`src/inc/pdm_pkg.sv`:
```
package pdm_pkg;

  // ----------------------------------------------------------------
  // Register map (byte addresses, one aligned word each)
  // ----------------------------------------------------------------
  localparam logic [4:0] PDM_ADDR_CTRL = 5'h00;
  localparam logic [4:0] PDM_ADDR_CLKSEL = 5'h04;
  localparam logic [4:0] PDM_ADDR_MODE = 5'h08;
  localparam logic [4:0] PDM_ADDR_IRQ_STAT = 5'h0C;
  localparam logic [4:0] PDM_ADDR_IRQ_MASK = 5'h10;

  // Control register fields and reset value.
  localparam int PDM_CTRL_STBY_BIT = 0;
  localparam int PDM_CTRL_WSEL_LSB = 1;
  localparam int PDM_CTRL_SUBCLK_BIT = 4;
  localparam int PDM_CTRL_WATCH_BIT = 5;
  localparam logic [5:0] PDM_CTRL_RESET = 6'h00;

  // Clock select register: eight 3-bit fields plus the time-base bit.
  localparam int PDM_CSEL_W = 3;
  localparam int PDM_CSEL_CAP = 0;
  localparam int PDM_CSEL_SERA = 1;
  localparam int PDM_CSEL_SERB = 2;
  localparam int PDM_CSEL_LCD = 3;
  localparam int PDM_CSEL_WDT = 4;
  localparam int PDM_CSEL_EVF = 5;
  localparam int PDM_CSEL_EVG = 6;
  localparam int PDM_CSEL_SER1 = 7;
  localparam int PDM_CSEL_TBASE_BIT = 24;
  localparam logic [24:0] PDM_CLKSEL_RESET = 25'h000_0000;

  // Clock select codes.
  localparam logic [2:0] PDM_CK_SYS = 3'h0;
  localparam logic [2:0] PDM_CK_W = 3'h1;
  localparam logic [2:0] PDM_CK_W2 = 3'h2;
  localparam logic [2:0] PDM_CK_W4 = 3'h3;
  localparam logic [2:0] PDM_CK_W32 = 3'h4;
  localparam logic [2:0] PDM_CK_EXT = 3'h5;

  // Interrupt status bits.
  localparam int PDM_EV_W = 3;
  localparam int PDM_EV_WAKE = 0;
  localparam int PDM_EV_ENTER = 1;
  localparam int PDM_EV_ACTIVE = 2;

  // Interrupt source vector layout.
  localparam int PDM_SRC_W = 22;
  localparam logic [21:0] PDM_SRC_TK = 22'h00_0001;
  localparam logic [21:0] PDM_SRC_CAP = 22'h00_0002;
  localparam logic [21:0] PDM_SRC_EVT = 22'h00_000C;
  localparam logic [21:0] PDM_SRC_SER = 22'h00_0070;
  localparam logic [21:0] PDM_SRC_AEC = 22'h00_0080;
  localparam logic [21:0] PDM_SRC_EXT0 = 22'h00_0100;
  localparam logic [21:0] PDM_SRC_EXT1 = 22'h00_0200;
  localparam logic [21:0] PDM_SRC_EXT2_4 = 22'h00_1C00;
  localparam logic [21:0] PDM_SRC_WKP = 22'h1F_E000;
  localparam logic [21:0] PDM_SRC_OTHER = 22'h20_0000;

  // Wake-source groups.
  localparam logic [21:0] PDM_GRP1 = PDM_SRC_TK | PDM_SRC_EVT | PDM_SRC_EXT0 | PDM_SRC_WKP;
  localparam logic [21:0] PDM_GRP2 = PDM_SRC_TK | PDM_SRC_CAP | PDM_SRC_EVT | PDM_SRC_SER | PDM_SRC_AEC
                                     | PDM_SRC_EXT0 | PDM_SRC_EXT1 | PDM_SRC_EXT2_4 | PDM_SRC_WKP;
  localparam logic [21:0] PDM_GRP3 = 22'h3F_FFFF;
  localparam logic [21:0] PDM_GRP4 = PDM_SRC_EXT0 | PDM_SRC_EXT1 | PDM_SRC_WKP;

  // Peripheral enable vector layout.
  localparam int PDM_PER_W = 12;
  localparam int PDM_P_TK = 0;
  localparam int PDM_P_CAP = 1;
  localparam int PDM_P_EVF = 2;
  localparam int PDM_P_EVG = 3;
  localparam int PDM_P_SER1 = 4;
  localparam int PDM_P_SERA = 5;
  localparam int PDM_P_SERB = 6;
  localparam int PDM_P_AEC = 7;
  localparam int PDM_P_WDT = 8;
  localparam int PDM_P_LCD = 9;

  // Operating modes.
  typedef enum logic [2:0] {
    PDM_ACTIVE, PDM_SLEEP, PDM_SUBACTIVE, PDM_SUBSLEEP, PDM_WATCH, PDM_STANDBY, PDM_WAKE_WAIT
  } pdm_mode_t;

endpackage : pdm_pkg

```
`src/pdm_ctrl.sv`:
```
// The Avalon-MM register port and the register addresses were decided locally.
`timescale 1ns/1ps
`default_nettype none

// Function
// - watch mode wakes on group one only
// - subsleep wakes on group two sources
// - sleep, subsleep, watch, standby left only on interrupt acceptance
// - standby holds port registers, outputs high-z
// - retained external interrupts ignored, flags held
// - capture timer runs on external or w/4
// - secondary serial runs on w/2; reset
// - display runs on w, w/2, w/4
// - timekeeping runs if time-base; standby holds
// - event counter counts, no interrupt in watch/standby
// - watchdog runs in subactive on w/32
// - event timers, primary serial need w/4
// - standby select plus sleep enters standby/watch
// - wake wait from selected wait field
module pdm_ctrl
  import pdm_pkg::*;
#(
  parameter logic [17:0] WAIT_0 = 18'd8192,
  parameter logic [17:0] WAIT_1 = 18'd16384,
  parameter logic [17:0] WAIT_2 = 18'd32768,
  parameter logic [17:0] WAIT_3 = 18'd65536,
  parameter logic [17:0] WAIT_4 = 18'd131072
) (
  // Clock and reset.
  input wire logic MCLK,
  input wire logic RESET_N,
  // Avalon-MM register slave.
  input wire logic [4:0] AVS_ADDRESS,
  input wire logic AVS_READ,
  input wire logic AVS_WRITE,
  input wire logic [31:0] AVS_WRITEDATA,
  output logic [31:0] AVS_READDATA,
  output logic AVS_WAITREQUEST,
  // CPU handshake.
  input wire logic SLEEP_REQ,
  input wire logic INT_ACCEPT,
  // Interrupt sources from pins and peripherals.
  input wire logic [PDM_SRC_W-1:0] INT_SRC,
  // Clock, run and reset controls.
  output logic CPU_RUN,
  output logic CPU_ON_SUBCLK,
  output logic SYS_OSC_EN,
  output logic SUB_OSC_EN,
  output logic PORT_HIZ,
  output logic [PDM_PER_W-1:0] RUN_EN,
  output logic [PDM_PER_W-1:0] PERIPH_RST,
  output logic [4:0] EXT_FLAG_HOLD,
  output logic AEC_IRQ_EN,
  output logic WAKE_REQ,
  output logic [2:0] MODE,
  output logic IRQ
);

  // ----------------------------------------------------------------
  // State
  // ----------------------------------------------------------------

  // All registered state of the block.
  typedef struct packed {
    logic [PDM_SRC_W-1:0] src_m;
    logic [PDM_SRC_W-1:0] src_s;
    pdm_mode_t mode;
    logic [17:0] wait_cnt;
    logic [5:0] ctrl;
    logic [24:0] clksel;
    logic [PDM_EV_W-1:0] stat;
    logic [PDM_EV_W-1:0] mask;
    logic waitreq;
    logic [31:0] rdata;
    logic wake;
    logic irq;
    logic cpu_run;
    logic on_sub;
    logic sys_osc;
    logic sub_osc;
    logic port_hiz;
    logic [PDM_PER_W-1:0] run_en;
    logic [PDM_PER_W-1:0] rst;
    logic [4:0] ext_hold;
    logic aec_irq_en;
  } pdm_state_t;

  pdm_state_t s_q;
  pdm_state_t s_d;

  // ----------------------------------------------------------------
  // Functions
  // ----------------------------------------------------------------

  // Picks one 3-bit clock select field.
  function automatic logic [2:0] csel(input logic [24:0] r, input int idx);
    csel = r[idx*PDM_CSEL_W +: PDM_CSEL_W];
  endfunction : csel

  // Wait-time field to cycle count; one state is one clock.
  function automatic logic [17:0] wait_cycles(input logic [2:0] sel);
    case (sel)
      3'h0: wait_cycles = WAIT_0;
      3'h1: wait_cycles = WAIT_1;
      3'h2: wait_cycles = WAIT_2;
      3'h3: wait_cycles = WAIT_3;
      3'h4: wait_cycles = WAIT_4;
      3'h5: wait_cycles = 18'd2;
      3'h6: wait_cycles = 18'd8;
      default: wait_cycles = 18'd16;
    endcase
  endfunction : wait_cycles

  // Wake-source group in force for each mode.
  function automatic logic [PDM_SRC_W-1:0] wake_group(input pdm_mode_t m);
    case (m)
      PDM_WATCH: wake_group = PDM_GRP1;
      PDM_SUBSLEEP: wake_group = PDM_GRP2;
      PDM_SLEEP: wake_group = PDM_GRP3;
      PDM_STANDBY: wake_group = PDM_GRP4;
      default: wake_group = '0;
    endcase
  endfunction : wake_group

  // External inputs that are retained, hence ignored, per mode.
  function automatic logic [4:0] ext_retained(input pdm_mode_t m);
    case (m)
      PDM_WATCH: ext_retained = 5'h1E;
      PDM_STANDBY: ext_retained = 5'h1C;
      default: ext_retained = 5'h00;
    endcase
  endfunction : ext_retained

  // ----------------------------------------------------------------
  // Next-state logic
  // ----------------------------------------------------------------

  logic req;
  logic [PDM_SRC_W-1:0] ign;
  logic lowp;
  logic subm;
  logic [PDM_EV_W-1:0] ev;
  logic [31:0] wd;

  // One process computes every next value.
  always_comb begin
    s_d = s_q;
    ev = '0;
    wd = AVS_WRITEDATA;
    req = AVS_READ | AVS_WRITE;

    // Two-stage synchroniser on the asynchronous sources.
    s_d.src_m = INT_SRC;
    s_d.src_s = s_q.src_m;

    // One wait cycle per access; the answer comes from a flop.
    s_d.waitreq = !(req && s_q.waitreq);
    if (req && s_q.waitreq) begin
      case (AVS_ADDRESS)
        PDM_ADDR_CTRL: s_d.rdata = {26'h000_0000, s_q.ctrl};
        PDM_ADDR_CLKSEL: s_d.rdata = {7'h00, s_q.clksel};
        PDM_ADDR_MODE: s_d.rdata = {29'h0000_0000, s_q.mode};
        PDM_ADDR_IRQ_STAT: s_d.rdata = {29'h0000_0000, s_q.stat};
        PDM_ADDR_IRQ_MASK: s_d.rdata = {29'h0000_0000, s_q.mask};
        default: s_d.rdata = 32'h0000_0000;
      endcase
    end

    // Writes take effect at the edge that samples waitrequest low.
    if (AVS_WRITE && !s_q.waitreq) begin
      case (AVS_ADDRESS)
        PDM_ADDR_CTRL: s_d.ctrl = wd[5:0];
        PDM_ADDR_CLKSEL: s_d.clksel = wd[24:0];
        PDM_ADDR_IRQ_STAT: s_d.stat = s_q.stat & ~wd[PDM_EV_W-1:0];
        PDM_ADDR_IRQ_MASK: s_d.mask = wd[PDM_EV_W-1:0];
        default: s_d.rdata = s_q.rdata;
      endcase
    end

    ign = '0;
    ign[8 +: 5] = ext_retained(s_q.mode);
    s_d.wake = |(s_q.src_s & wake_group(s_q.mode) & ~ign);
    if (s_d.wake && !s_q.wake) begin
      ev[PDM_EV_WAKE] = 1'b1;
    end

    // Mode sequencing.
    case (s_q.mode)
      PDM_ACTIVE: begin
        if (SLEEP_REQ) begin
          ev[PDM_EV_ENTER] = 1'b1;
          if (!s_q.ctrl[PDM_CTRL_STBY_BIT]) begin
            s_d.mode = PDM_SLEEP;
          end else if (s_q.ctrl[PDM_CTRL_WATCH_BIT]) begin
            s_d.mode = PDM_WATCH;
          end else begin
            s_d.mode = PDM_STANDBY;
          end
        end
      end
      PDM_SUBACTIVE: begin
        if (SLEEP_REQ) begin
          ev[PDM_EV_ENTER] = 1'b1;
          s_d.mode = s_q.ctrl[PDM_CTRL_STBY_BIT] ? PDM_WATCH : PDM_SUBSLEEP;
        end
      end
      PDM_SLEEP: begin
        if (INT_ACCEPT && s_q.wake) begin
          s_d.mode = PDM_ACTIVE;
        end
      end
      PDM_SUBSLEEP: begin
        if (INT_ACCEPT && s_q.wake) begin
          s_d.mode = PDM_SUBACTIVE;
        end
      end
      PDM_WATCH, PDM_STANDBY: begin
        if (INT_ACCEPT && s_q.wake) begin
          if (s_q.mode == PDM_WATCH && s_q.ctrl[PDM_CTRL_SUBCLK_BIT]) begin
            s_d.mode = PDM_SUBACTIVE;
          end else begin
            s_d.mode = PDM_WAKE_WAIT;
            s_d.wait_cnt = wait_cycles(s_q.ctrl[PDM_CTRL_WSEL_LSB +: 3]);
          end
        end
      end
      PDM_WAKE_WAIT: begin
        if (s_q.wait_cnt <= 18'd1) begin
          s_d.mode = PDM_ACTIVE;
          s_d.wait_cnt = '0;
        end else begin
          s_d.wait_cnt = s_q.wait_cnt - 18'd1;
        end
      end
      default: s_d.mode = PDM_ACTIVE;
    endcase
    if ((s_d.mode == PDM_ACTIVE || s_d.mode == PDM_SUBACTIVE) && s_d.mode != s_q.mode) begin
      ev[PDM_EV_ACTIVE] = 1'b1;
    end

    // Sticky status: a new event wins over a clear in the same cycle.
    s_d.stat = s_d.stat | ev;
    s_d.irq = |(s_d.stat & s_d.mask);

    // Clock and run controls follow the next mode.
    lowp = (s_d.mode == PDM_WATCH) || (s_d.mode == PDM_SUBACTIVE) || (s_d.mode == PDM_SUBSLEEP)
           || (s_d.mode == PDM_STANDBY);
    subm = (s_d.mode == PDM_SUBACTIVE) || (s_d.mode == PDM_SUBSLEEP);
    // system oscillator off when low power
    s_d.sys_osc = !lowp;
    s_d.sub_osc = 1'b1;
    s_d.cpu_run = (s_d.mode == PDM_ACTIVE) || (s_d.mode == PDM_SUBACTIVE);
    s_d.on_sub = subm;
    s_d.port_hiz = (s_d.mode == PDM_STANDBY);
    s_d.ext_hold = ext_retained(s_d.mode);
    s_d.aec_irq_en = !((s_d.mode == PDM_WATCH) || (s_d.mode == PDM_STANDBY));

    s_d.rst = '0;
    if (!lowp && s_d.mode != PDM_WAKE_WAIT) begin
      s_d.run_en = '1;
    end else begin
      s_d.run_en = '0;
      s_d.run_en[PDM_P_TK] = (s_d.mode != PDM_STANDBY) && (s_d.mode != PDM_WAKE_WAIT)
                             && s_q.clksel[PDM_CSEL_TBASE_BIT];
      s_d.run_en[PDM_P_AEC] = 1'b1;
      s_d.run_en[PDM_P_CAP] = subm && (csel(s_q.clksel, PDM_CSEL_CAP) == PDM_CK_EXT
                                       || csel(s_q.clksel, PDM_CSEL_CAP) == PDM_CK_W4);
      s_d.run_en[PDM_P_SERA] = subm && csel(s_q.clksel, PDM_CSEL_SERA) == PDM_CK_W2;
      s_d.run_en[PDM_P_SERB] = subm && csel(s_q.clksel, PDM_CSEL_SERB) == PDM_CK_W2;
      s_d.rst[PDM_P_SERA] = (s_d.mode == PDM_WATCH) || (s_d.mode == PDM_STANDBY);
      s_d.rst[PDM_P_SERB] = s_d.rst[PDM_P_SERA];
      s_d.run_en[PDM_P_LCD] = (subm || s_d.mode == PDM_WATCH)
                              && (csel(s_q.clksel, PDM_CSEL_LCD) == PDM_CK_W
                                  || csel(s_q.clksel, PDM_CSEL_LCD) == PDM_CK_W2
                                  || csel(s_q.clksel, PDM_CSEL_LCD) == PDM_CK_W4);
      s_d.run_en[PDM_P_WDT] = (s_d.mode == PDM_SUBACTIVE)
                              && csel(s_q.clksel, PDM_CSEL_WDT) == PDM_CK_W32;
      s_d.run_en[PDM_P_EVF] = (subm || s_d.mode == PDM_WATCH)
                              && csel(s_q.clksel, PDM_CSEL_EVF) == PDM_CK_W4;
      s_d.run_en[PDM_P_EVG] = (subm || s_d.mode == PDM_WATCH)
                              && csel(s_q.clksel, PDM_CSEL_EVG) == PDM_CK_W4;
      s_d.run_en[PDM_P_SER1] = subm && csel(s_q.clksel, PDM_CSEL_SER1) == PDM_CK_W4;
    end
  end

  // ----------------------------------------------------------------
  // Registers
  // ----------------------------------------------------------------

  // Every flop resets to a constant.
  always_ff @(posedge MCLK or negedge RESET_N) begin
    if (!RESET_N) begin
      s_q <= '0;
      s_q.mode <= PDM_ACTIVE;
      s_q.ctrl <= PDM_CTRL_RESET;
      s_q.clksel <= PDM_CLKSEL_RESET;
      s_q.waitreq <= 1'b1;
      s_q.cpu_run <= 1'b1;
      s_q.sys_osc <= 1'b1;
      s_q.sub_osc <= 1'b1;
      s_q.run_en <= '1;
      s_q.aec_irq_en <= 1'b1;
    end else begin
      s_q <= s_d;
    end
  end

  // Outputs come straight from flops.
  assign AVS_READDATA = s_q.rdata;
  assign AVS_WAITREQUEST = s_q.waitreq;
  assign CPU_RUN = s_q.cpu_run;
  assign CPU_ON_SUBCLK = s_q.on_sub;
  assign SYS_OSC_EN = s_q.sys_osc;
  assign SUB_OSC_EN = s_q.sub_osc;
  assign PORT_HIZ = s_q.port_hiz;
  assign RUN_EN = s_q.run_en;
  assign PERIPH_RST = s_q.rst;
  assign EXT_FLAG_HOLD = s_q.ext_hold;
  assign AEC_IRQ_EN = s_q.aec_irq_en;
  assign WAKE_REQ = s_q.wake;
  assign MODE = s_q.mode;
  assign IRQ = s_q.irq;
endmodule : pdm_ctrl

`default_nettype wire

```
`config.mk`:
```
export PLATFORM = sky130hd
export DESIGN_NAME = pdm_ctrl
export DESIGN_NICKNAME = d
export VERILOG_FILES = /design/src/inc/pdm_pkg.sv /design/src/pdm_ctrl.sv
export SDC_FILE = /design/constraint.sdc
export NUM_CORES = 1
export LEC_CHECK = 0
export ABC_AREA = 1
export BUFFER_PORTS_ARGS = -buffer_cell sky130_fd_sc_hd__buf_2
export CAP_MARGIN = 20
export CELL_PAD_IN_SITES_DETAIL_PLACEMENT = 0
export CELL_PAD_IN_SITES_GLOBAL_PLACEMENT = 1
export CORE_AREA = 4 4 138 140
export CTS_BUF_LIST = sky130_fd_sc_hd__clkbuf_16
export CTS_CLUSTER_SIZE = 24
export DETAILED_ROUTE_END_ITERATION = 8
export DIE_AREA = 0 0 142 144
export MAX_ROUTING_LAYER = met4
export PLACE_DENSITY_LB_ADDON = 0.1
export SKIP_CTS_REPAIR_TIMING = 1
export SKIP_LAST_GASP = 1
export SLEW_MARGIN = 20
export SYNTH_ARGS = -nofsm -noshare
export SYNTH_HDL_FRONTEND = slang
export SYNTH_SLANG_ARGS = --single-unit
```
`constraint.sdc`:
```
create_clock -name MCLK -period 1.75 [get_ports MCLK]
set_clock_uncertainty 0.2 [all_clocks]
set_input_delay 0.2625 -clock MCLK [delete_from_list [all_inputs] [get_ports MCLK]]
set_output_delay 0.2625 -clock MCLK [all_outputs]
set_load 0.01 [all_outputs]
```
==> impl_metrics.json <==
{
  "dr.pass1.iters": 4,
  "cts_made_buffers": 17,
  "cts.sink_count": 148,
  "drt-wirelength-per-cell_um": 13.78,
  "num_antenna_cells": 0,
  "wirelength_um": 15190,
  "postSynthAreaPerCell_um2": 9.796,
  "dp_hpwl_um": 11190,
  "max_freq_mhz": 529.3,
  "grt_first_pass_wirelength_um": 24160,
  "min-delay-start": "AVS_READ",
  "cp_common_cell": "nand2_4",
  "htree_levels": 4,
  "drv_slew": 0,
  "rows": 49,
  "synth_top_flop_cell": "dfrtp_1",
  "cp_cell_sequence": "inv_2 > ha_1 > inv_1 > nor2_1 > nand3_2 > nand3_4 > nand2_4 > inv_4 > nand2_4 > clkinvlp_4 > nand3b_1 > nand2_2",
  "clkLatencyLatePin_ns": 0.42,
  "portBuffers": 110,
  "finalSetupTns_ns": -1.940,
  "die_area_mm2": 0.02045,
  "critPathCaptureType": "register",
  "path_class": "reg -> reg",
  "synthesis.area_mm2": 0.006475,
  "io_pins": 138,
  "leakage_uw": 0.004410,
  "n_fill_cell": 1719,
  "rsz0062_at_grt": "yes",
  "worst_path_max_delay_cell": "dfrtp_1",
  "start_util_pct": 36.29,
  "dr_total_vias": 4850,
  "critPathArrivalTime_ns": 2.05,
  "p_per_area_mw_per_mm2": 904.1,
  "drc": 0,
  "finalHoldViolations": 0,
  "netlist-cell-type-count": 44,
  "grt_max_degree": 55,
  "postRouteAntennaNets": 0,
  "dp_cells": 1018,
  "synth-edff-count": 0,
  "grt_usage_pct": 15.48,
  "die_w_um": 142,
  "antenna_found_initial": 0,
  "ctsRootBufferMaster": "clkbuf_16",
  "hp-class": "in -> reg",
  "run_status": "finished with violations",
  "setup_viol": 27,
  "required_ns": 1.91,
  "max_stage_delay_ns": 0.41,
  "post-route-period-util_pct": 108.0,
  "critical_path.max_fanout": 5,
  "syn_inst": 661,
  "drt-initial-drc-count": 208,
  "grt_pass1_vias": 4781,
  "yosys_warnings": 0,
  "fin_nets": 927,
  "drive_gt1_share_pct": 37.80,
  "timing.final.ws_setup_ns": -0.1394,
  "core_area_mm2": 0.01784,
  "area_delta_synth_final_pct": 35.65,
  "cap_violations": 0,
  "clkSlewWorstSetupHoldPaths_ns": 0.06,
  "synth.ff_latch_count": 148,
  "clock_path_buffers": 2,
  "total_power_uw": 7941,
  "violations": "negative setup slack",
  "yosysSeqAreaShare_pct": 57.47,
  "via_per_inst": 4.401,
  "synthArstFlopShare_pct": 100.0,
  "grt_overflow_total": 0,
  "ir_worst_vdd_v": 0.0006517,
  "startpoint": "s_q[108]",
  "r2r-start": "s_q[108]",
  "tritoncts": "built",
  "final_cell_count_no_fill": 1102,
  "gp_congestion": 0.8055,
  "die_y_um": 144,
  "finalCriticalPeriod_ns": 1.889,
  "critPathLaunchType": "register"
}
==> critical path: cells and delay by family, from the launching register on <==
family / cells / cell delay [ns]
simple gates: 7 / 0.73
flops: 1 / 0.41
buf+inv: 4 / 0.33
fa+ha+maj: 1 / 0.15
==> stage by stage <==
stage | setup WS (ns) | utilization, % | hold slack (ns) | cell area, µm²
after floorplan | -0.003562 | - | -0.2331 | 6558
after global placement | -0.1685 | 42.02 | -0.05439 | 7497
after detailed placement | -0.1844 | 42.02 | -0.05582 | 7497
after CTS | -0.2197 | 45.30 | -0.5117 | 8082
after global routing | -0.2311 | 49.23 | 0.02045 | 8783
final | -0.1394 | 49.23 | 0.01251 | 8783
==> cells in the mapped netlist (2+ instances only) <==
master,instances,area (µm²)
xnor2_1,4,35.03
o31ai_1,5,37.54
nand2_1,128,480.5
nand4_1,5,31.28
a22oi_1,2,15.01
buf_4,66,495.5
clkbuf_1,10,37.54
nand3_1,19,95.09
and3_1,2,12.51
buf_2,2,10.01
clkinv_1,2,7.510
mux2_2,14,157.7
nor2_2,3,18.77
o21ai_0,53,265.3
o221ai_1,3,26.28
nor2_1,60,225.2
a21oi_1,13,65.06
nand3b_1,3,22.52
inv_1,50,187.7
ha_1,2,25.02
nand2_2,14,87.58
xor2_1,8,70.07
nor3_1,13,65.06
nand2_4,5,56.30
conb_1,2,7.510
inv_4,2,12.51
dfrtp_1,134,3353
nor2_4,3,33.78
dfstp_2,14,367.9
inv_2,6,22.52
==> routing by layer <==
metal	GRT usage, %	routed length, µm
met1	21.46	7351
met2	23.08	7185
met3	3.142	547
met4	4.697	103
met5	-	0
==> where the power goes <==
group	leakage (µW)	internal [µW]	switching (µW)
registers	0.00180	3610	111
clock network	0.000292	2030	1580
logic	0.00232	269	338
total	0.00441	5910	2030
==> cell usage in the layout, fill, tap and decap left out, types with 4 or more instances in the layout <==
cell,instances
dfstp_2,14
nor3_1,7
inv_1,46
o31ai_1,5
nor2_4,6
buf_6,5
o21ai_1,6
nor3_2,4
conb_1,20
inv_6,8
nand2_4,8
nor2_2,11
dlygate4sd3_1,46
mux2_2,14
xnor2_1,4
buf_12,4
buf_2,109
clkbuf_16,18
inv_2,10
nand2_1,122
inv_8,5
buf_4,74
o21ai_0,47
xor2_1,8
dfrtp_1,132
nand3_1,18
nand4_1,5
nand2_2,17
nor2_1,49
a21oi_1,12
==> registers in the layout (all words and copies together), names as in the netlist, 2 cells and up <==
signal         cells
s_q               77
AVS_READDATA      25
s_d               22
RUN_EN            10
MODE               3
EXT_FLAG_HOLD      2
==> cell type report <==
type	instances	area, µm²	share of cell area, %
multi-input cells	394	2227	25.36
repair buffers	239	1723	19.62
inverters	60	239.0	2.721
well taps	229	286.5	3.262
flip-flops and latches	148	3724	42.39
clock inverters	15	158.9	1.809
clock buffers	17	425.4	4.843
==> cells by family (layout without fill, tap and decap cells) <==
kind of cell    Yosys count  after routing  share of synthesized area (%)
buf+inv                 138            331                          11.94
other cells               2             20                         0.1160
simple gates            262            263                          18.78
fa+ha+maj                 2              2                         0.3864
mux                      14             14                          2.435
xor+xnor                 12             12                          1.623
compound gates           83             83                          7.247
flops                   148            148                          57.47
==> final timing paths <==
| path | slack [ns] | to | depth (start not counted) |
|---|---|---|---|
| setup / recovery | -0.14 | RUN_EN[1] | 12 |
| hold / removal | 0.01 | AVS_WAITREQUEST | 3 |
| setup reg to reg | -0.14 | RUN_EN[1] | 12 |
| hold reg to reg | 0.15 | s_q[132] | 0 |
| max in group asynchronous | 0.72 | AVS_WAITREQUEST | 3 |
| min in group asynchronous | 0.07 | s_q[116] | 2 |
(Power assumes the default switching activity.)
